[src/rtl/ptpc_consts.svh]
// Offsets, field positions and reset values of the panel timing block
`ifndef PTPC_CONSTS_SVH
`define PTPC_CONSTS_SVH
// Register indices; byte address is four times the index
`define PTPC_IDX_PANEL_TYPE   6'h02
`define PTPC_IDX_HDISP        6'h04
`define PTPC_IDX_HBLANK       6'h05
`define PTPC_IDX_VDISP_LO     6'h08
`define PTPC_IDX_VDISP_HI     6'h09
`define PTPC_IDX_VBLANK       6'h0a
`define PTPC_IDX_MODE         6'h0d
`define PTPC_IDX_S1_LO        6'h10
`define PTPC_IDX_S1_MID       6'h11
`define PTPC_IDX_S1_HI        6'h12
`define PTPC_IDX_S2_LO        6'h13
`define PTPC_IDX_S2_MID       6'h14
`define PTPC_IDX_S2_HI        6'h15
`define PTPC_IDX_OFS_LO       6'h16
`define PTPC_IDX_OFS_HI       6'h17
`define PTPC_IDX_CLKDIV       6'h19
`define PTPC_IDX_HALF_FRAME   6'h1b
`define PTPC_IDX_FIFO         6'h23
`define PTPC_IDX_CLK_SRC      6'h24
`define PTPC_IDX_STATUS       6'h3c
// Field positions
`define PTPC_MODE_PANEL_EN    0
`define PTPC_MODE_CRT_EN      1
`define PTPC_MODE_PORTRAIT    7
`define PTPC_FIFO_DISABLE     7
`define PTPC_CLKSRC_EXT       0
`define PTPC_PT_TFT           0
`define PTPC_PT_DUAL          1
`define PTPC_PT_COLOR         2
`define PTPC_PT_TYPE2         6
// Colour depth codes in mode bits 4:2
`define PTPC_BPP_8            3'h3
`define PTPC_BPP_16           3'h5
// Geometry
`define PTPC_SHIFTS_PER_UNIT  4'h8
`define PTPC_PORTRAIT_MAX     11'h400
`define PTPC_REG_RESET        8'h00
`endif

[src/rtl/ptpc_pkg.sv]
// Types shared by the panel timing block
package ptpc_pkg;
  typedef enum logic [0:0] {PTPC_PWR_OFF, PTPC_PWR_ON} ptpc_pwr_e;
  typedef logic [7:0]  ptpc_byte_t;
  typedef logic [10:0] ptpc_cnt_t;
  typedef logic [23:0] ptpc_addr_t;
endpackage : ptpc_pkg

[src/rtl/ptpc_panel_timing.sv]
// Panel timing generator with portrait rotation and AXI4-Lite registers
// What this block does
// - Mode register bit 7 set turns portrait rotation on; clear means normal orientation.
// - Portrait shows the frame buffer turned 90 degrees counterclockwise, done in hardware.
// - Rotation works only at 16 and 8 bits per pixel.
// - Cursor and ink overlay stay unrotated while portrait is on.
// - Portrait is capped at a line total (display plus blank) of 1024 shifts and at 1024 display lines.
// - Horizontal display lasts (field 6:0 plus one) times 8 shift clocks.
// - Horizontal blank lasts (field 4:0 plus one) times 8 shift clocks.
// - Vertical display lines are one plus the 10-bit vertical display field.
// - Vertical blank lines are field 5:0 plus one.
// - Line is display plus blank shifts; frame is display plus blank lines.
// - Pixel clock derives from the source clock by divider bits 2:1.
// - Shift clock to pixel clock ratio follows the panel type register.
// - Display FIFO register bit 7 stops display fetch while set.
// - External clock mode takes memory clock from the external source.
// - Mode register bit 0 enables panel output and starts power-on.
`include "ptpc_consts.svh"
`timescale 1ns/1ps
`default_nettype none
module ptpc_panel_timing (
  input  wire logic                 aclk,
  input  wire logic                 aresetn,
  input  wire logic [7:0]           s_axi_awaddr,
  input  wire logic                 s_axi_awvalid,
  output logic                      s_axi_awready,
  input  wire logic [31:0]          s_axi_wdata,
  input  wire logic [3:0]           s_axi_wstrb,
  input  wire logic                 s_axi_wvalid,
  output logic                      s_axi_wready,
  output logic [1:0]                s_axi_bresp,
  output logic                      s_axi_bvalid,
  input  wire logic                 s_axi_bready,
  input  wire logic [7:0]           s_axi_araddr,
  input  wire logic                 s_axi_arvalid,
  output logic                      s_axi_arready,
  output logic [31:0]               s_axi_rdata,
  output logic [1:0]                s_axi_rresp,
  output logic                      s_axi_rvalid,
  input  wire logic                 s_axi_rready,
  output logic                      pclk_tick,
  output logic                      shift_tick,
  output logic                      h_active,
  output logic                      v_active,
  output logic                      line_start,
  output logic                      frame_start,
  output logic                      fetch_req,
  output ptpc_pkg::ptpc_addr_t      fetch_addr,
  output ptpc_pkg::ptpc_cnt_t       overlay_x,
  output ptpc_pkg::ptpc_cnt_t       overlay_y,
  output logic                      portrait_active,
  output logic                      panel_output_enable,
  output logic                      crt_output_enable,
  output logic                      power_on_start,
  output logic                      mclk_from_ext
);
  import ptpc_pkg::*;

  // Register store, one byte per index
  ptpc_byte_t regs_q [0:63];
  logic       aw_have_q;
  logic       w_have_q;
  logic [5:0] aw_idx_q;
  ptpc_byte_t w_data_q;
  logic       w_lane_q;
  logic       bvalid_q;
  logic [1:0] bresp_q;
  logic       rvalid_q;
  logic [31:0] rdata_q;
  logic [1:0] rresp_q;

  // Index decode of mapped registers
  function automatic logic idx_mapped(input logic [5:0] idx);
    unique case (idx)
      `PTPC_IDX_PANEL_TYPE, `PTPC_IDX_HDISP, `PTPC_IDX_HBLANK, `PTPC_IDX_VDISP_LO,
      `PTPC_IDX_VDISP_HI, `PTPC_IDX_VBLANK, `PTPC_IDX_MODE, `PTPC_IDX_S1_LO,
      `PTPC_IDX_S1_MID, `PTPC_IDX_S1_HI, `PTPC_IDX_S2_LO, `PTPC_IDX_S2_MID,
      `PTPC_IDX_S2_HI, `PTPC_IDX_OFS_LO, `PTPC_IDX_OFS_HI, `PTPC_IDX_CLKDIV,
      `PTPC_IDX_HALF_FRAME, `PTPC_IDX_FIFO, `PTPC_IDX_CLK_SRC, `PTPC_IDX_STATUS: return 1'b1;
      default: return 1'b0;
    endcase
  endfunction : idx_mapped

  // Write channel handshakes; address and data taken in either order
  wire        aw_take   = s_axi_awvalid && s_axi_awready;
  wire        w_take    = s_axi_wvalid && s_axi_wready;
  wire        aw_ready_now = aw_have_q || aw_take;
  wire        w_ready_now  = w_have_q || w_take;
  wire        do_write  = aw_ready_now && w_ready_now && !bvalid_q;
  wire [5:0]  wr_idx    = aw_have_q ? aw_idx_q : s_axi_awaddr[7:2];
  wire [7:0]  wr_data   = w_have_q ? w_data_q : s_axi_wdata[7:0];
  wire        wr_lane   = w_have_q ? w_lane_q : s_axi_wstrb[0];
  // Status is read-only, so a write there is refused like an unmapped one
  wire        wr_ok     = idx_mapped(wr_idx) && (wr_idx != `PTPC_IDX_STATUS);
  assign s_axi_awready = !aw_have_q && !bvalid_q;
  assign s_axi_wready  = !w_have_q && !bvalid_q;
  assign s_axi_bvalid  = bvalid_q;
  assign s_axi_bresp   = bresp_q;

  // Read channel; one read in flight
  wire        ar_take   = s_axi_arvalid && s_axi_arready;
  wire [5:0]  rd_idx    = s_axi_araddr[7:2];
  assign s_axi_arready = !rvalid_q;
  assign s_axi_rvalid  = rvalid_q;
  assign s_axi_rdata   = rdata_q;
  assign s_axi_rresp   = rresp_q;

  // Field extraction
  wire [7:0]  pt_reg      = regs_q[`PTPC_IDX_PANEL_TYPE];
  wire [7:0]  mode_reg    = regs_q[`PTPC_IDX_MODE];
  wire [6:0]  hdisp_f     = regs_q[`PTPC_IDX_HDISP][6:0];
  wire [4:0]  hblank_f    = regs_q[`PTPC_IDX_HBLANK][4:0];
  wire [9:0]  vdisp_f     = {regs_q[`PTPC_IDX_VDISP_HI][1:0], regs_q[`PTPC_IDX_VDISP_LO]};
  wire [5:0]  vblank_f    = regs_q[`PTPC_IDX_VBLANK][5:0];
  wire [1:0]  pdiv_f      = regs_q[`PTPC_IDX_CLKDIV][2:1];
  wire [2:0]  bpp_f       = mode_reg[4:2];
  wire [10:0] ofs_words   = {regs_q[`PTPC_IDX_OFS_HI][2:0], regs_q[`PTPC_IDX_OFS_LO]};
  wire [23:0] start_words = {regs_q[`PTPC_IDX_S1_HI], regs_q[`PTPC_IDX_S1_MID], regs_q[`PTPC_IDX_S1_LO]};
  wire        fifo_off    = regs_q[`PTPC_IDX_FIFO][`PTPC_FIFO_DISABLE];
  wire        disp_on     = mode_reg[`PTPC_MODE_PANEL_EN] || mode_reg[`PTPC_MODE_CRT_EN];

  // Period lengths; widened so the sums cannot overflow
  wire [10:0] hdp_shifts  = {({1'b0, hdisp_f} + 8'h01), 3'h0};
  wire [10:0] hb_shifts   = {({3'h0, hblank_f} + 8'h01), 3'h0};
  wire [10:0] h_total     = hdp_shifts + hb_shifts;
  wire [10:0] vdp_lines   = {1'b0, vdisp_f} + 11'h1;
  wire [10:0] vb_lines    = {5'h0, vblank_f} + 11'h1;
  wire [10:0] v_total     = vdp_lines + vb_lines;

  // Pixel clock divider: 1, 2, 3 or 4 source cycles
  wire [2:0]  pdiv_len    = {1'b0, pdiv_f} + 3'h1;

  // Shift clock ratio from the panel type
  function automatic logic [3:0] shift_ratio(input logic [7:0] pt);
    logic [1:0] width;
    width = pt[5:4];
    if (pt[`PTPC_PT_TFT]) return 4'h1;
    if (!pt[`PTPC_PT_COLOR]) begin
      if (pt[`PTPC_PT_DUAL] || width == 2'h0) return 4'h4;
      return 4'h8;
    end
    if (pt[`PTPC_PT_DUAL]) return (width == 2'h0) ? 4'h1 : 4'h2;
    unique case (width)
      2'h0:    return 4'h1;
      2'h1:    return pt[`PTPC_PT_TYPE2] ? 4'h2 : 4'h4;
      default: return 4'h5;
    endcase
  endfunction : shift_ratio
  wire [3:0]  sratio = shift_ratio(pt_reg);

  logic [2:0] pdiv_cnt_q;
  logic [3:0] sdiv_cnt_q;
  ptpc_cnt_t  h_cnt_q;
  ptpc_cnt_t  v_cnt_q;

  // Divider terminal counts use >= so a smaller ratio written mid-count acts at once, not after a wrap
  assign pclk_tick  = disp_on && (pdiv_cnt_q >= pdiv_len - 3'h1);
  assign shift_tick = pclk_tick && (sdiv_cnt_q >= sratio - 4'h1);
  wire   h_wrap     = shift_tick && (h_cnt_q == h_total - 11'h1);
  wire   v_wrap     = h_wrap && (v_cnt_q == v_total - 11'h1);
  assign h_active   = disp_on && (h_cnt_q < hdp_shifts);
  assign v_active   = disp_on && (v_cnt_q < vdp_lines);
  assign line_start = h_wrap;
  assign frame_start = v_wrap;

  // Clock dividers run only while a display is enabled
  always_ff @(posedge aclk) begin
    if (!aresetn || !disp_on) begin
      pdiv_cnt_q <= 3'h0;
      sdiv_cnt_q <= 4'h0;
    end else if (pclk_tick) begin
      pdiv_cnt_q <= 3'h0;
      sdiv_cnt_q <= shift_tick ? 4'h0 : sdiv_cnt_q + 4'h1;
    end else begin
      pdiv_cnt_q <= pdiv_cnt_q + 3'h1;
    end
  end

  // Shift and line counters restart after the blank period
  always_ff @(posedge aclk) begin
    if (!aresetn || !disp_on) begin
      h_cnt_q <= 11'h0;
      v_cnt_q <= 11'h0;
    end else if (shift_tick) begin
      h_cnt_q <= h_wrap ? 11'h0 : h_cnt_q + 11'h1;
      if (h_wrap) v_cnt_q <= v_wrap ? 11'h0 : v_cnt_q + 11'h1;
    end
  end

  // Portrait allowed only at 8 and 16 bpp and within the 1024 square
  wire bpp_rotatable = (bpp_f == `PTPC_BPP_16) || (bpp_f == `PTPC_BPP_8);
  wire fits_square   = (h_total <= `PTPC_PORTRAIT_MAX) && (vdp_lines <= `PTPC_PORTRAIT_MAX);
  assign portrait_active = mode_reg[`PTPC_MODE_PORTRAIT] && bpp_rotatable && fits_square;

  // Pixel position of the current shift within the visible area
  wire [10:0] disp_x = h_cnt_q;
  wire [10:0] disp_y = v_cnt_q;
  // Cursor and ink overlay always get raw coordinates
  assign overlay_x = disp_x;
  assign overlay_y = disp_y;

  // Normal fetch: start + row * offset + column in words
  wire        is16    = (bpp_f == `PTPC_BPP_16);
  wire [23:0] row_ofs = 24'(disp_y) * 24'(ofs_words);
  wire [23:0] col_wd  = is16 ? 24'(disp_x) : 24'(disp_x >> 1);
  wire [23:0] norm_addr = start_words + row_ofs + col_wd;
  // Portrait: a displayed row walks a stored column, read top down, last column first, giving a counterclockwise turn
  wire [10:0] src_col = vdp_lines - 11'h1 - disp_y;
  wire [23:0] rot_row = 24'(disp_x) * 24'(ofs_words);
  wire [23:0] rot_col = is16 ? 24'(src_col) : 24'(src_col >> 1);
  wire [23:0] rot_addr = start_words + rot_row + rot_col;
  wire        fetch_now = h_active && v_active && !fifo_off;

  ptpc_addr_t fetch_addr_q;
  logic       fetch_req_q;
  // Registered fetch request and address, one cycle behind position
  always_ff @(posedge aclk) begin
    if (!aresetn) begin
      fetch_req_q  <= 1'b0;
      fetch_addr_q <= 24'h0;
    end else begin
      fetch_req_q  <= fetch_now && shift_tick;
      fetch_addr_q <= portrait_active ? rot_addr : norm_addr;
    end
  end
  assign fetch_req  = fetch_req_q;
  assign fetch_addr = fetch_addr_q;

  // Output enables and clock source select
  assign panel_output_enable = mode_reg[`PTPC_MODE_PANEL_EN];
  assign crt_output_enable   = mode_reg[`PTPC_MODE_CRT_EN];
  assign mclk_from_ext       = regs_q[`PTPC_IDX_CLK_SRC][`PTPC_CLKSRC_EXT];

  // Panel power state; a fresh enable launches the power-on sequence once
  ptpc_pwr_e pwr_q;
  logic      pwr_start_q;
  always_ff @(posedge aclk) begin
    if (!aresetn) begin
      pwr_q       <= PTPC_PWR_OFF;
      pwr_start_q <= 1'b0;
    end else begin
      pwr_start_q <= 1'b0;
      unique case (pwr_q)
        PTPC_PWR_OFF: if (panel_output_enable) begin
          pwr_q       <= PTPC_PWR_ON;
          pwr_start_q <= 1'b1;
        end
        PTPC_PWR_ON: if (!panel_output_enable) pwr_q <= PTPC_PWR_OFF;
      endcase
    end
  end
  assign power_on_start = pwr_start_q;

  // Status byte shows live timing state
  wire [7:0] status_byte = {4'h0, pwr_q == PTPC_PWR_ON, portrait_active, v_active, h_active};
  wire [7:0] rd_byte = (rd_idx == `PTPC_IDX_STATUS) ? status_byte : regs_q[rd_idx];

  // Register writes; only byte lane 0 carries data
  always_ff @(posedge aclk) begin
    if (!aresetn) begin
      for (int i = 0; i < 64; i++) regs_q[i] <= `PTPC_REG_RESET;
    end else if (do_write && wr_ok && wr_lane) begin
      regs_q[wr_idx] <= wr_data;
    end
  end

  // Write channel holding and response
  always_ff @(posedge aclk) begin
    if (!aresetn) begin
      aw_have_q <= 1'b0;
      w_have_q  <= 1'b0;
      aw_idx_q  <= 6'h0;
      w_data_q  <= 8'h00;
      w_lane_q  <= 1'b0;
      bvalid_q  <= 1'b0;
      bresp_q   <= 2'h0;
    end else begin
      if (aw_take) aw_idx_q <= s_axi_awaddr[7:2];
      if (w_take) begin
        w_data_q <= s_axi_wdata[7:0];
        w_lane_q <= s_axi_wstrb[0];
      end
      if (do_write) begin
        aw_have_q <= 1'b0;
        w_have_q  <= 1'b0;
        bvalid_q  <= 1'b1;
        bresp_q   <= wr_ok ? 2'h0 : 2'h2;
      end else begin
        if (aw_take) aw_have_q <= 1'b1;
        if (w_take)  w_have_q  <= 1'b1;
        if (bvalid_q && s_axi_bready) bvalid_q <= 1'b0;
      end
    end
  end

  // Read answer one cycle after the address is taken
  always_ff @(posedge aclk) begin
    if (!aresetn) begin
      rvalid_q <= 1'b0;
      rdata_q  <= 32'h0;
      rresp_q  <= 2'h0;
    end else if (ar_take) begin
      rvalid_q <= 1'b1;
      rdata_q  <= idx_mapped(rd_idx) ? {24'h0, rd_byte} : 32'h0;
      rresp_q  <= idx_mapped(rd_idx) ? 2'h0 : 2'h2;
    end else if (rvalid_q && s_axi_rready) begin
      rvalid_q <= 1'b0;
    end
  end
endmodule : ptpc_panel_timing
`default_nettype wire

[config.mk]
export PLATFORM = sky130hd
export DESIGN_NAME = ptpc_panel_timing
export DESIGN_NICKNAME = d
export VERILOG_FILES = /design/src/rtl/ptpc_pkg.sv /design/src/rtl/ptpc_panel_timing.sv
export VERILOG_INCLUDE_DIRS = /design/src /design/src/rtl
export SDC_FILE = /design/constraint.sdc
export NUM_CORES = 2
export LEC_CHECK = 0
export ABC_AREA = 1
export BUFFER_PORTS_ARGS = -buffer_cell sky130_fd_sc_hd__buf_2
export CORE_MARGIN = 2
export CORE_UTILIZATION = 50
export CTS_CLUSTER_DIAMETER = 50
export CTS_CLUSTER_SIZE = 20
export DETAILED_ROUTE_END_ITERATION = 12
export PLACE_DENSITY = 0.67
export SYNTH_ARGS = -nofsm -noshare
export SYNTH_HDL_FRONTEND = slang
export SYNTH_SLANG_ARGS = --single-unit
[constraint.sdc]
create_clock -name aclk -period 17.7 [get_ports aclk]
set_input_delay 2.655 -clock aclk [delete_from_list [all_inputs] [get_ports aclk]]
set_output_delay 2.655 -clock aclk [all_outputs]
set_load 0.02 [all_outputs]
==> impl_results.md <==
* Final Hold Viols at 0
* CTS tree: yes
* Layout Nets at 4335
* Final period util at 0.429
* Main flop type after synthesis: edfxtp_1
* Drt wl/cell at 18.5 um
* Post-DP HPWL at 63200 um
* Synth cell types at 59
* DR DRC count at 0
* DRT Pass-1 Iters at 5
* Clock Sinks at 461
* Kind of critical path: reg2reg
* Tot GR Track Use at 0.266
* Vias in the first global route at 24600
* Number of I/O port buffers at 100
* CTS resizes at 0
* Setup TNS at 0 ns
* Largest net degree at the start of global routing at 74
* P_int at 1.97 mW
* CP peak stage delay at 0.73 ns
* Most frequent CP cell: fa_1
* ANT nets after route at 0
* Max_slew headroom at 0.312
* Synth Area in Compound Gates at 0.0904
* Die Y at 258 um
* Wirelength, routed at 88100 um
* Logic pwr share at 0.137
* Post-synthesis adder-cell area fraction at 0.212
* Sequential share of the synthesized area at 0.402
* YS warnings at 0
* FMAX at 132 MHz
* Hold slack at 0.451 ns
* Peak VDD IR at 0.0000877 V
* Row count at 93
* Number of max-slew violations in the final report at 0
* Switching power at 0.835 mW
* Power density cells at 77.4 nW/um^2
* Final-layout fill cell count at 5798
* Share of cells above drive strength 1 at 0.0783
* Clk buf depth at 3
* Crit-path slowest cell: dfxtp_1
* Clock Skews at 0.0460 ns
* Max cap viols at 0
* Die area at 66600 um^2
* Vias at 24900
* Xor/xnor cell area share of the yosys netlist at 0.0198
* Worst min-delay path class: reg2reg
* Final core area utilization at 0.565
* Worst EP arrival at 8.12 ns
* Antenna cell count at 0
* Global route total overflow at 0
* Initial drt markers at 1940
* Yosys reg bits at 461
* Leak Pwr at 17.0 nW
* Final setup margin at 10.10 ns
* Cells after Synth at 3599
* CTS HTree Levels at 2
* Synth Area in Simple Gates at 0.179
* Multiplexer share of the synthesized area at 0.000310
* Mapped cell area at 32300 um^2
* # hold bufs at CTS at 0
* Clock-pin slew on the worst setup and hold paths at 0.07 ns
* Post-synthesis async set-or-reset flop share at 0
* First-pass GRT wire length at 137000 um
* Worst-Skew Late Latency at 0.64 ns
* Slew @ Worst Pin at 1.03 ns
* Post-synth EDFFs at 376
* CTS Root Cell: clkbuf_16
* Worst setup SP type: flop
* Initial cell density of the core at 0.504
* Clock share of power at 0.409
* Number of setup buffers added after CTS at 0
* Die X at 258 um
* Pwr Total at 2.81 mW
* Core Region at 64100 um^2
* Final Critical Period at 7.60 ns
* Vias per Instance at 5.23
* RSZ-0062 raised after global routing: false
* I/O pin cnt at 158
* CP max FO at 14
* Antenna violations before repair at 2
* Pre-CTS WS at 10.16 ns
* Synth-to-Final Area Change at 12.2%
* Sw frac at 0.298
* TritonCTS buffer count at 52
* Syn avg cell area at 8.97 um^2
* Gpl congestion at 0.938
* Critical Path RT at 18.23 ns
* Final setup fails at 0
* Largest family of logic cells by synthesized area: adder cells
* CP delay by family, top: adder cells
* CP bufs+invs at 5
* Sequential share of power at 0.454
* CP Capture Type: flop
* Status: completed
==> layout make-up <==
class	count	area (um^2)	share of cell area
clock buffer	53	1330	0.0366
clock inverter	45	543	0.0150
multi-input combinational	2598	17200	0.475
tap	855	1070	0.0295
timing repair buffer	139	796	0.0220
inverter	613	2300	0.0635
sequential	461	13000	0.358
==> routing by layer <==
layer / wire length [um] / part of all wire / vias up / track usage
met1: 36500 / 0.41 / 11900 / 0.347
li1: - / - / 11900 / -
met5: 36 / 0.00041 / - / 0
met4: 3560 / 0.040 / 2 / 0.109
met3: 6010 / 0.068 / 195 / 0.0373
met2: 42000 / 0.48 / 875 / 0.449
==> sequential cells by signal, summed over array words and instances, names as in the netlist <==
| signal | count |
|---|---|
| s_axi_rdata | 8 |
| w_lane_q | 1 |
| s_axi_rresp | 1 |
| overlay_y | 11 |
| overlay_x | 11 |
| sdiv_cnt_q | 4 |
| fetch_addr | 24 |
| regs_q | 376 |
| aw_idx_q | 6 |
| pwr_q | 1 |
| w_have_q | 1 |
| pdiv_cnt_q | 3 |
| aw_have_q | 1 |
| s_axi_bvalid | 1 |
| fetch_req | 1 |
| power_on_start | 1 |
| s_axi_rvalid | 1 |
| w_data_q | 8 |
| s_axi_bresp | 1 |
==> cells in the mapped netlist, types with 4 or more instances <==
library cell	instances	area, um^2
a211oi_1	9	67.6
nand3_1	165	826
a221oi_1	10	87.6
nand3b_1	7	52.6
a22o_1	4	35.0
nor2_1	346	1300
clkbuf_1	123	462
inv_1	602	2260
o21ai_0	166	831
nor2_4	8	90.1
a31oi_1	9	56.3
nor3_1	24	120
nand2_1	737	2770
fa_1	229	4580
xor2_1	55	482
o2111ai_1	17	149
a211o_1	5	43.8
a22oi_1	17	128
nand2_2	23	144
o22ai_1	15	93.8
nand4_1	33	206
ha_1	182	2280
dfxtp_1	85	1700
a21oi_1	148	741
o221ai_1	18	158
nor4_1	5	31.3
o21ai_1	6	30.0
buf_2	10	50.1
buf_4	30	225
o21a_1	4	30.0
or2_2	9	56.3
clkinv_1	4	15.0
inv_2	7	26.3
buf_1	12	45.0
a21o_1	6	45.0
xnor2_1	18	158
edfxtp_1	376	11300
o211ai_1	43	323
==> stage by stage <==
| step | instances | cell area (um^2) |
|---|---|---|
| 3_5_place_dp | 4666 | 34400 |
| 2_1_floorplan | 3848 | 33200 |
| 5_1_grt | 4764 | 36200 |
| 3_3_place_gp | 4666 | 34400 |
| 6_report | 4764 | 36200 |
| 4_1_cts | 4764 | 36200 |
==> layout by cell type, fill, tap and decap left out, types with 8 or more instances in the layout <==
master	n
o21ai_0	163
o2111ai_1	17
a31oi_1	9
a211oi_1	9
inv_8	9
o211ai_1	43
nand3_1	165
clkbuf_16	53
nor3_1	24
nand2_1	735
edfxtp_1	376
xnor2_1	18
ha_1	182
inv_1	601
nand2_2	25
fa_1	229
dfxtp_1	85
inv_6	8
a221oi_1	10
buf_4	40
o221ai_1	18
conb_1	251
nand4_1	33
o22ai_1	15
a21oi_1	148
xor2_1	55
buf_2	99
nor2_1	345
nor2_4	9
or2_2	9
a22oi_1	17
==> power groups by stage <==
stage	clock network, mW	logic [mW]	registers [mW]
2_1_floorplan	0	0.255	1.29
3_3_place_gp	0	0.375	1.30
3_5_place_dp	0	0.378	1.30
4_1_cts	1.16	0.381	1.27
5_1_grt	1.20	0.425	1.28
6_report	1.15	0.384	1.28
==> cell families (layout without fill, tap and decap cells) <==
logic type	after synthesis	after routing
AOI/OAI and AO/OA	489	489
xor gates and xnor gates	73	73
adders and majority gates	411	411
buffers and inverters	789	850
DFF	461	461
muxes	1	1
other	2	251
and+or+nand+nor	1373	1373
==> final timing paths <==
kind / start / endpoint / slack (ns) / cells after the start
min reg2reg: pdiv_cnt_q[0] / pdiv_cnt_q[0] / 0.45 / 1
min: pdiv_cnt_q[0] / pdiv_cnt_q[0] / 0.45 / 1
max reg2reg: overlay_y[0] / fetch_addr[19] / 10.10 / 31
max: overlay_y[0] / fetch_addr[19] / 10.10 / 31
Power figures use the tool's default switching activity.
